**src/core/lmx_pkg.sv**
```systemverilog
// constants and types shared by the logic and move execution unit
package lmx_pkg;
  // operation codes presented on the command port
  typedef enum logic [4:0] {
    LMX_OP_AND_ACC_DIR,
    LMX_OP_OR_ACC_DIR,
    LMX_OP_XOR_ACC_DIR,
    LMX_OP_AND_DIR_ACC,
    LMX_OP_AND_DIR_IMM,
    LMX_OP_AND_REG_REG,
    LMX_OP_OR_REG_REG,
    LMX_OP_XOR_REG_REG,
    LMX_OP_MOV_REG_REG,
    LMX_OP_CLR_ACC,
    LMX_OP_CPL_ACC,
    LMX_OP_RLC_ACC,
    LMX_OP_RRC_ACC,
    LMX_OP_SWAP_ACC,
    LMX_OP_SRA_REG,
    LMX_OP_SRL_REG,
    LMX_OP_SLL_REG,
    LMX_OP_SIGN_EXTEND_MOVE,
    LMX_OP_ZERO_EXTEND_MOVE,
    LMX_OP_MOV_DRK_IMM0,
    LMX_OP_MOV_DRK_IMM1,
    LMX_OP_MOV_DATA_POINTER16_IMM,
    LMX_OP_MOV_DRK_DRK,
    LMX_OP_MOV_DIR_DIR,
    LMX_OP_MOV_WRJ_IND_DRK,
    LMX_OP_MOV_WRJ_DISP16,
    LMX_OP_MOV_WRJ_DISP24,
    LMX_OP_MOV_DIR16_DRK,
    LMX_OP_MOV_IND_DRK_RM,
    LMX_OP_MOV_ACC_DIR
  } lmx_op_type;

  // operand size of register shifts and extension moves
  localparam logic LMX_SIZE_BYTE = 1'b0;
  localparam logic LMX_SIZE_WORD = 1'b1;

  // encoding modes
  localparam logic LMX_MODE_BINARY = 1'b0;
  localparam logic LMX_MODE_SOURCE = 1'b1;

  // direct-address port register window
  localparam logic [7:0] LMX_PORT_ADDR_0 = 8'h80;
  localparam logic [7:0] LMX_PORT_ADDR_1 = 8'h90;
  localparam logic [7:0] LMX_PORT_ADDR_2 = 8'hA0;
  localparam logic [7:0] LMX_PORT_ADDR_3 = 8'hB0;

  // port penalties in states
  localparam logic [3:0] LMX_PORT_READ_PENALTY = 4'h1;
  localparam logic [3:0] LMX_PORT_WRITE_PENALTY = 4'h2;

  // reset values
  localparam logic [7:0] LMX_REGION_RESET = 8'h01;
  localparam logic [7:0] LMX_ACC_RESET = 8'h00;
  localparam logic [15:0] LMX_DATA_POINTER16_RESET = 16'h0000;
endpackage

```
**src/core/lmx_state_timer.sv**
```systemverilog
`timescale 1ns/1ps
// state count lookup and state counter for one instruction
module lmx_state_timer
  import lmx_pkg::*;
(
  input wire logic clock,
  input wire logic reset,
  input wire logic start,
  input wire lmx_op_type op,
  input wire logic mode,
  input wire logic [3:0] penalty,
  output logic busy,
  output logic last
);
  logic [3:0] bin_states;
  logic [3:0] src_states;
  logic [3:0] total;
  logic [3:0] count;

  // listed state counts per encoding mode
  always_comb begin
    bin_states = 4'h1;
    src_states = 4'h1;
    case (op)
      LMX_OP_AND_DIR_ACC: begin
        bin_states = 4'h2;
        src_states = 4'h2;
      end
      LMX_OP_AND_DIR_IMM, LMX_OP_MOV_DIR_DIR: begin
        bin_states = 4'h3; // [RULE8] [RULE16]
        src_states = 4'h3;
      end
      LMX_OP_AND_REG_REG, LMX_OP_OR_REG_REG, LMX_OP_XOR_REG_REG, LMX_OP_MOV_REG_REG: begin
        bin_states = 4'h2; // [RULE9]
        src_states = 4'h1;
      end
      LMX_OP_SWAP_ACC: begin
        bin_states = 4'h2; // [RULE3]
        src_states = 4'h2;
      end
      LMX_OP_SRA_REG, LMX_OP_SRL_REG, LMX_OP_SLL_REG, LMX_OP_SIGN_EXTEND_MOVE, LMX_OP_ZERO_EXTEND_MOVE: begin
        bin_states = 4'h2; // [RULE6] [RULE7]
        src_states = 4'h1;
      end
      LMX_OP_MOV_DRK_IMM0, LMX_OP_MOV_DRK_IMM1, LMX_OP_MOV_WRJ_IND_DRK,
      LMX_OP_MOV_IND_DRK_RM: begin
        bin_states = 4'h5; // [RULE12] [RULE13] [RULE17] [RULE21]
        src_states = 4'h4;
      end
      LMX_OP_MOV_DATA_POINTER16_IMM: begin
        bin_states = 4'h2; // [RULE14]
        src_states = 4'h2;
      end
      LMX_OP_MOV_DRK_DRK: begin
        bin_states = 4'h3; // [RULE15]
        src_states = 4'h2;
      end
      LMX_OP_MOV_WRJ_DISP16, LMX_OP_MOV_DIR16_DRK: begin
        bin_states = 4'h7; // [RULE18] [RULE20]
        src_states = 4'h6;
      end
      LMX_OP_MOV_WRJ_DISP24: begin
        bin_states = 4'h8; // [RULE19]
        src_states = 4'h7;
      end
      default: begin
        bin_states = 4'h1; // [RULE4] [RULE5] [RULE24]
        src_states = 4'h1;
      end
    endcase
  end

  assign total = ((mode == LMX_MODE_SOURCE) ? src_states : bin_states) + penalty; // [RULE23]

  // counts remaining states; last marks the final state
  always_ff @(posedge clock) begin
    if (reset) begin
      count <= 4'h0;
      busy <= 1'b0;
      last <= 1'b0;
    end else if (start) begin
      count <= total - 4'h1;
      busy <= 1'b1;
      last <= (total == 4'h1);
    end else if (busy) begin
      count <= count - 4'h1;
      busy <= (count != 4'h0);
      last <= (count == 4'h1);
    end else begin
      last <= 1'b0;
    end
  end
endmodule

```
**src/core/lmx_shifter.sv**
```systemverilog
`timescale 1ns/1ps
// shift and extension datapath for byte and word register operands
module lmx_shifter
  import lmx_pkg::*;
(
  input wire lmx_op_type op,
  input wire logic size,
  input wire logic [15:0] operand,
  output logic [15:0] result
);
  logic [15:0] byte_res;
  logic [15:0] word_res;

  // byte-size results
  always_comb begin
    case (op)
      LMX_OP_SRA_REG: byte_res = {8'h00, operand[7], operand[7:1]}; // [RULE6]
      LMX_OP_SRL_REG: byte_res = {8'h00, 1'b0, operand[7:1]}; // [RULE7]
      LMX_OP_SLL_REG: byte_res = {8'h00, operand[6:0], 1'b0};
      LMX_OP_SIGN_EXTEND_MOVE: byte_res = {{8{operand[7]}}, operand[7:0]}; // [RULE10]
      LMX_OP_ZERO_EXTEND_MOVE: byte_res = {8'h00, operand[7:0]}; // [RULE11]
      default: byte_res = operand;
    endcase
  end

  // word-size results
  always_comb begin
    case (op)
      LMX_OP_SRA_REG: word_res = {operand[15], operand[15:1]}; // [RULE6]
      LMX_OP_SRL_REG: word_res = {1'b0, operand[15:1]}; // [RULE7]
      LMX_OP_SLL_REG: word_res = {operand[14:0], 1'b0};
      default: word_res = operand;
    endcase
  end

  assign result = (size == LMX_SIZE_WORD) ? word_res : byte_res;
endmodule

```
**src/core/lmx_exec.sv**
```systemverilog
`timescale 1ns/1ps
// logic and move instruction execution unit with state timing

// Notes on behaviour
// (RULE1) port register direct read adds one state
// (RULE2) logical write to port adds two states
// (RULE3) nibble swap, two states either mode
// (RULE4) rotate left through carry, one state
// (RULE5) rotate right through carry, one state
// (RULE6) arithmetic right shift keeps sign bit
// (RULE7) logical right shift inserts zero
// (RULE8) immediate logic to direct byte, three states
// (RULE9) byte register logic/move: two/one states
// (RULE10) sign-extending move replicates sign bit
// (RULE11) zero-extending move clears upper bits
// (RULE12) zero-extended immediate clears upper word
// (RULE13) one-extended immediate sets upper word
// (RULE14) data pointer immediate load, two states
// (RULE15) dword register move: three/two states
// (RULE16) direct to direct move, three states
// (RULE17) indirect dword pointer word load: five/four
// (RULE18) 16-bit displacement word load: seven/six
// (RULE19) 24-bit displacement word load: eight/seven
// (RULE20) dword store to direct16: seven/six
// (RULE21) byte store via dword pointer: five/four
// (RULE22) legacy external region from select byte
// (RULE23) encoding mode latched at reset
// (RULE24) clear and complement accumulator, one state
module lmx_exec
  import lmx_pkg::*;
(
  input wire logic clock,
  input wire logic reset,
  input wire logic mode_strap,
  input wire logic start,
  input wire lmx_op_type op,
  input wire logic size,
  input wire logic [7:0] dir_addr,
  input wire logic [31:0] src_data,
  input wire logic [31:0] dst_data,
  input wire logic [15:0] imm_data,
  input wire logic [7:0] region_wdata,
  input wire logic region_we,
  output logic busy,
  output logic done,
  output logic [31:0] result,
  output logic [7:0] acc,
  output logic carry,
  output logic [15:0] data_pointer16,
  output logic [7:0] ext_region_select_byte,
  output logic mode
);
  logic in_reset;
  logic port_hit;
  logic reads_dir;
  logic writes_dir_logic;
  logic [3:0] penalty;
  logic [15:0] shift_res;
  logic [31:0] next_result;
  logic [7:0] next_acc;
  logic next_carry;
  logic timer_busy;
  logic timer_last;
  logic [7:0] dir_byte;
  logic strap_meta;
  logic strap_sync;

  // detects a direct address in the port register window
  assign port_hit = (dir_addr == LMX_PORT_ADDR_0) || (dir_addr == LMX_PORT_ADDR_1) ||
                    (dir_addr == LMX_PORT_ADDR_2) || (dir_addr == LMX_PORT_ADDR_3);
  assign reads_dir = (op == LMX_OP_AND_ACC_DIR) || (op == LMX_OP_OR_ACC_DIR) ||
                     (op == LMX_OP_XOR_ACC_DIR) || (op == LMX_OP_MOV_ACC_DIR);
  assign writes_dir_logic = (op == LMX_OP_AND_DIR_ACC) || (op == LMX_OP_AND_DIR_IMM);
  assign penalty = !port_hit ? 4'h0 :
                   writes_dir_logic ? LMX_PORT_WRITE_PENALTY : // [RULE2]
                   reads_dir ? LMX_PORT_READ_PENALTY : 4'h0; // [RULE1]
  assign dir_byte = src_data[7:0];

  lmx_state_timer u_timer (
    .clock(clock),
    .reset(reset),
    .start(start && !timer_busy),
    .op(op),
    .mode(mode),
    .penalty(penalty),
    .busy(timer_busy),
    .last(timer_last)
  );

  lmx_shifter u_shift (
    .op(op),
    .size(size),
    .operand(src_data[15:0]),
    .result(shift_res)
  );

  // result, accumulator and carry for each operation
  always_comb begin
    next_result = result;
    next_acc = acc;
    next_carry = carry;
    case (op)
      LMX_OP_AND_ACC_DIR: next_acc = acc & dir_byte;
      LMX_OP_OR_ACC_DIR: next_acc = acc | dir_byte;
      LMX_OP_XOR_ACC_DIR: next_acc = acc ^ dir_byte;
      LMX_OP_MOV_ACC_DIR: next_acc = dir_byte; // [RULE1]
      LMX_OP_AND_DIR_ACC: next_result = {24'h00_0000, dst_data[7:0] & acc}; // [RULE2]
      LMX_OP_AND_DIR_IMM: next_result = {24'h00_0000, dst_data[7:0] & imm_data[7:0]}; // [RULE8]
      LMX_OP_AND_REG_REG: next_result = {24'h00_0000, dst_data[7:0] & src_data[7:0]}; // [RULE9]
      LMX_OP_OR_REG_REG: next_result = {24'h00_0000, dst_data[7:0] | src_data[7:0]};
      LMX_OP_XOR_REG_REG: next_result = {24'h00_0000, dst_data[7:0] ^ src_data[7:0]};
      LMX_OP_MOV_REG_REG: next_result = {24'h00_0000, src_data[7:0]};
      LMX_OP_CLR_ACC: next_acc = 8'h00; // [RULE24]
      LMX_OP_CPL_ACC: next_acc = ~acc; // [RULE24]
      LMX_OP_RLC_ACC: begin
        next_acc = {acc[6:0], carry}; // [RULE4]
        next_carry = acc[7];
      end
      LMX_OP_RRC_ACC: begin
        next_acc = {carry, acc[7:1]}; // [RULE5]
        next_carry = acc[0];
      end
      LMX_OP_SWAP_ACC: next_acc = {acc[3:0], acc[7:4]}; // [RULE3]
      LMX_OP_SRA_REG, LMX_OP_SRL_REG, LMX_OP_SLL_REG: begin
        next_result = {16'h0000, shift_res}; // [RULE6] [RULE7]
        next_carry = (op == LMX_OP_SLL_REG) ?
                     ((size == LMX_SIZE_WORD) ? src_data[15] : src_data[7]) : src_data[0];
      end
      LMX_OP_SIGN_EXTEND_MOVE: next_result = {{16{shift_res[15]}}, shift_res}; // [RULE10]
      LMX_OP_ZERO_EXTEND_MOVE: next_result = {16'h0000, shift_res}; // [RULE11]
      LMX_OP_MOV_DRK_IMM0: next_result = {16'h0000, imm_data}; // [RULE12]
      LMX_OP_MOV_DRK_IMM1: next_result = {16'hFFFF, imm_data}; // [RULE13]
      LMX_OP_MOV_DRK_DRK, LMX_OP_MOV_DIR16_DRK: next_result = src_data; // [RULE15] [RULE20]
      LMX_OP_MOV_DIR_DIR: next_result = {24'h00_0000, src_data[7:0]}; // [RULE16]
      LMX_OP_MOV_WRJ_IND_DRK, LMX_OP_MOV_WRJ_DISP16, LMX_OP_MOV_WRJ_DISP24:
        next_result = {16'h0000, src_data[15:0]}; // [RULE17] [RULE18] [RULE19]
      LMX_OP_MOV_IND_DRK_RM: next_result = {24'h00_0000, src_data[7:0]}; // [RULE21]
      default: next_result = result;
    endcase
  end

  // two-stage synchroniser: the strap is a pin, so only the second stage reads the first stage
  always_ff @(posedge clock) begin
    strap_meta <= mode_strap;
    strap_sync <= strap_meta;
  end

  // encoding mode caught on the first edge after reset release
  always_ff @(posedge clock) begin
    if (reset) begin
      in_reset <= 1'b1;
      mode <= LMX_MODE_BINARY;
    end else begin
      in_reset <= 1'b0;
      if (in_reset) begin
        mode <= strap_sync; // [RULE23]
      end
    end
  end

  // architectural state updated when an instruction is accepted
  always_ff @(posedge clock) begin
    if (reset) begin
      result <= 32'h0000_0000;
      acc <= LMX_ACC_RESET;
      carry <= 1'b0;
    end else if (start && !timer_busy) begin
      result <= next_result;
      acc <= next_acc;
      carry <= next_carry;
    end
  end

  // data pointer and legacy external region select
  always_ff @(posedge clock) begin
    if (reset) begin
      data_pointer16 <= LMX_DATA_POINTER16_RESET;
      ext_region_select_byte <= LMX_REGION_RESET; // [RULE22]
    end else begin
      if (start && !timer_busy && op == LMX_OP_MOV_DATA_POINTER16_IMM) begin
        data_pointer16 <= imm_data; // [RULE14]
      end
      if (region_we) begin
        ext_region_select_byte <= region_wdata; // [RULE22]
      end
    end
  end

  // completion flags mirror the state timer
  always_ff @(posedge clock) begin
    if (reset) begin
      busy <= 1'b0;
      done <= 1'b0;
    end else begin
      busy <= timer_busy;
      done <= timer_last;
    end
  end
endmodule

```
**config.mk**
```make
export PLATFORM = sky130hd
export DESIGN_NAME = lmx_exec
export DESIGN_NICKNAME = d
export VERILOG_FILES = /design/src/core/lmx_pkg.sv /design/src/core/lmx_state_timer.sv /design/src/core/lmx_shifter.sv /design/src/core/lmx_exec.sv
export SDC_FILE = /design/constraint.sdc
export NUM_CORES = 1
export LEC_CHECK = 0
export BUFFER_PORTS_ARGS = -buffer_cell sky130_fd_sc_hd__buf_4
export CAP_MARGIN = 15
export CORE_ASPECT_RATIO = 1.4
export CORE_UTILIZATION = 57
export DETAILED_ROUTE_END_ITERATION = 12
export GPL_ROUTABILITY_DRIVEN = 0
export PLACE_DENSITY = 0.85
export SLEW_MARGIN = 15
export SYNTH_ARGS = -nofsm -noshare
export SYNTH_HDL_FRONTEND = slang
export SYNTH_SLANG_ARGS = --single-unit
export TNS_END_PERCENT = 20
```
**constraint.sdc**
```tcl
create_clock -name clock -period 7.9 [get_ports clock]
set_input_delay 0.395 -clock clock [delete_from_list [all_inputs] [get_ports clock]]
set_output_delay 0.395 -clock clock [all_outputs]
set_load 0.01 [all_outputs]
```
==> qor.csv <==
stage,metric,value,unit
synth,seq_area_frac_synth,26.91,%
place,placement.io_buffers,148,
setup_path,regToRegStartpoint,mode,
clock_network,numClockSinks,77,
setup_path,max_stage_delay,710,ps
finish,regArea,0.001541,mm^2
drt,wl_per_cell,20.13,um
drt,drt_pass1_iterations,6,
finish,multiInputGateArea,0.003716,mm^2
floorplanning,num_rows,42,
finish,drive_above_1_share,24.78,%
sta,fin_skew,6.723,ps
synth,yosysUniqueCellTypes,85,
min_path,min_path_cells,1,
setup_path,cp_slowest_cell,nor3_2,
setup_path,startpoint_type,primary input,
setup_path,critPathTopFamily,simple AND/OR/NAND/NOR gates,
sta,final_max_slew_viol_count,0,
floorplanning,io-pin-count,175,
setup_path,cp.buffers_inverters,2,
clock_network,cts_setup_buffers,0,
sta,slew_headroom,35.40,%
drt,routed_wl,18.66,mm
synth,synth.avg_cell_area,8.399,um^2
global_route,gr-usage-met3,6.689,%
floorplanning,die-area,0.01046,mm^2
setup_path,crit_fanout,50,
min_path,holdCritStartpoint,mode_strap,
drt,drt_iter0_markers,943,
global_route,grt_pass1_vias,6032,
setup_path,path_class,in2reg,
sta,fin_crit_sh,46.64,%
clock_network,clk_latency,350,ps
setup_path,end_kind,flip-flop,
drt,vias_per_cell,6.764,
power_and_ir_drop,p_per_area,165.7,mW/mm^2
sta,totalNegativeSetupSlack,0,ps
clock_network,h-tree-depth,3,
synth,netlist_instances,682,
status,outcome,finished clean,
setup_path,crit_required,8170,ps
clock_network,cts_tree,yes,
global_route,grt_use_total,36.27,%
finish,nets,929,
synth,synth_fp_nets,821,
floorplanning,core_area,0.009617,mm^2
setup_path,crit_chain,buf_4 -> nand2b_1 -> nor3_2 -> a21oi_1 -> ha_1 -> fa_1 -> inv_1 -> ha_1 -> xnor2_1 -> xnor2_1 -> nand2_1 -> a31oi_1,
job,maxCapViolCount,0,
drt,ant_nets,0,
sta,fmax,271.4,MHz
global_route,grt_pass1_wl,29.78,mm
clock_network,root_buffer,clkbuf_16,
global_route,antenna_found_initial,0,
global_route,gr-usage-met1,40.28,%
floorplanning,die-width,86.72,um
clock_network,ctsResizeCount,0,
drt,drc,0,
synth,ys.flop_type,dfxtp_1,
synth,synth_edf_count,0,
place,dp.cells,911,
global_route,grt.met2_usage,62.90,%
clock_network,numCtsBuffers,9,
setup_path,r2r-end,u_timer.count[2],
power_and_ir_drop,finalPower,1.170,mW
setup_path,critPathLaunch,op[0],
global_route,busiest_layer,met2,
min_path,min_to,strap_meta,
power_and_ir_drop,vdd_ir_drop_max,107.7,uV
place,dp_hpwl,13.27,mm
synth,ys_ff_latch,77,
finish,synthToLayoutAreaGrowth,23.20,%
clock_network,clk_path_buf_depth,2,
finish,nFillCells,744,
finish,instances_no_fill,927,
clock_network,hold_buffers,0,
sta,hold_violations,0,
sta,worst_slew_pin_slew,963.8,ps
setup_path,crit_arrival,3950,ps
min_path,hold_class,in2reg,
floorplanning,start_util,59.56,%
sta,finalSetupViolCount,0,
setup_path,r2r_setup_slack,5300,ps
sta,period_needed,3685,ps
global_route,grt_start_max_net_pins,51,
setup_path,reg2reg_depth,10,
drt,vias,6270,
sta,rsz0062_at_grt,no,
global_route,overflow,0,
power_and_ir_drop,power.leakage,3.058,nW
finish,antennaDiodeCount,0,
clock_network,clk_pin_slew,60,ps
finish,finish.utilization,73.38,%
synth,async_flop_share,0,%
synth,syn_area,0.005728,mm^2
floorplanning,die_y,120.6,um
synth,yosys_warnings,0,
where the power goes:
group          switching (mW)  total [mW]  internal, mW
logic                   0.155       0.263         0.108
clock network           0.172       0.482         0.311
registers              0.0187       0.424         0.406
total                   0.345        1.17         0.824
worst reg2reg max path: stages (launching register included):
cell	delay [ps]
dfxtp_1	550
o32ai_1	120
o21ai_0	180
o221ai_1	210
fa_1	590
inv_1	80
ha_1	200
xnor2_1	180
xnor2_1	140
nand2_1	70
a31oi_1	190
area by class of cell:
class                      count  share of cell area, %
clock buffer                   9                  3.191
clock inverter                 7                  1.720
inverter                      45                  2.394
multi-input combinational    508                  52.66
sequential                    77                  21.84
tap                          132                  2.340
timing repair buffer         149                  15.85
synth_stat cells, types with 7 or more instances:
| cell type | number | area, um^2 |
|---|---|---|
| mux2i_1 | 35 | 350.3 |
| a21oi_1 | 25 | 125.1 |
| o2bb2ai_1 | 7 | 61.31 |
| clkbuf_1 | 15 | 56.30 |
| buf_4 | 13 | 97.59 |
| nor2b_1 | 7 | 43.79 |
| a311oi_1 | 9 | 78.83 |
| nand2_1 | 32 | 120.1 |
| a221oi_1 | 7 | 61.31 |
| nor3_1 | 19 | 95.09 |
| a32o_1 | 7 | 70.07 |
| nor4_1 | 10 | 62.56 |
| nor2_1 | 74 | 277.8 |
| a22oi_1 | 29 | 217.7 |
| and3_1 | 7 | 43.79 |
| inv_1 | 43 | 161.4 |
| a221o_1 | 8 | 80.08 |
| ha_1 | 31 | 387.9 |
| o21ai_0 | 20 | 100.1 |
| buf_2 | 19 | 95.09 |
| nand3_1 | 15 | 75.07 |
| a211oi_1 | 24 | 180.2 |
| nand2b_1 | 10 | 62.56 |
| a31oi_1 | 16 | 100.1 |
| o221ai_1 | 7 | 61.31 |
| dfxtp_1 | 77 | 1541 |
cells by family after synthesis:
family / share of synthesized area, %
AO/OA/AOI/OAI: 30.67
adder cells (fa/ha/maj): 7.121
buffers and inverters: 8.213
multiplexers: 6.116
AND/OR/NAND/NOR: 20.36
flip-flops: 26.91
XOR/XNOR: 0.6117
through the flow:
| step | hold WS (ps) | instance area (um^2) | worst slack, ps |
|---|---|---|---|
| final | 167.9 | 7057 | 4215 |
| after global routing | 165.4 | 7057 | 3966 |
| after CTS | 165.1 | 7057 | 4336 |
| after detailed placement | 326.1 | 6710 | 3984 |
| after global placement | 315.2 | 6710 | 4080 |
| after floorplan | 309.6 | 5728 | 4767 |
per-layer routing:
layer / up-vias / part of all wire [%]
met5: - / 0
met4: 0 / 6.1
met3: 107 / 9.5
met2: 459 / 50
met1: 2914 / 35
li1: 2790 / -
cells in the final DEF, fill, tap and decap left out, types with 10 or more instances in the layout:
cell and n:
nand2b_1 10, a22oi_1 29, nor3_1 19, mux2i_1 35
o21ai_0 20, a211oi_1 24, inv_1 43, a31oi_1 16
ha_1 31, buf_4 149, nor2_1 74, nand3_1 15
nand2_1 32, a21oi_1 25, dfxtp_1 77, nor4_1 10
state kept, by name (all words and copies together), names as in the netlist:
register	count
u_timer.last	1
carry	1
u_timer.count	4
data_pointer16	16
acc	8
busy	1
strap_sync	1
ext_region_select_byte	8
in_reset	1
result	32
done	1
mode	1
strap_meta	1
u_timer.busy	1
worst max path at each step:
stage	to	slack, ps	depth (start not counted)
floorplan	u_timer.count[2]	4770	15
detailed placement	u_timer.count[2]	3980	12
global placement	u_timer.count[2]	4080	12
CTS	u_timer.count[2]	4340	12
finish	u_timer.count[2]	4220	12
global route	u_timer.count[2]	3970	12
No activity file was read; power rests on OpenSTA's default activity.
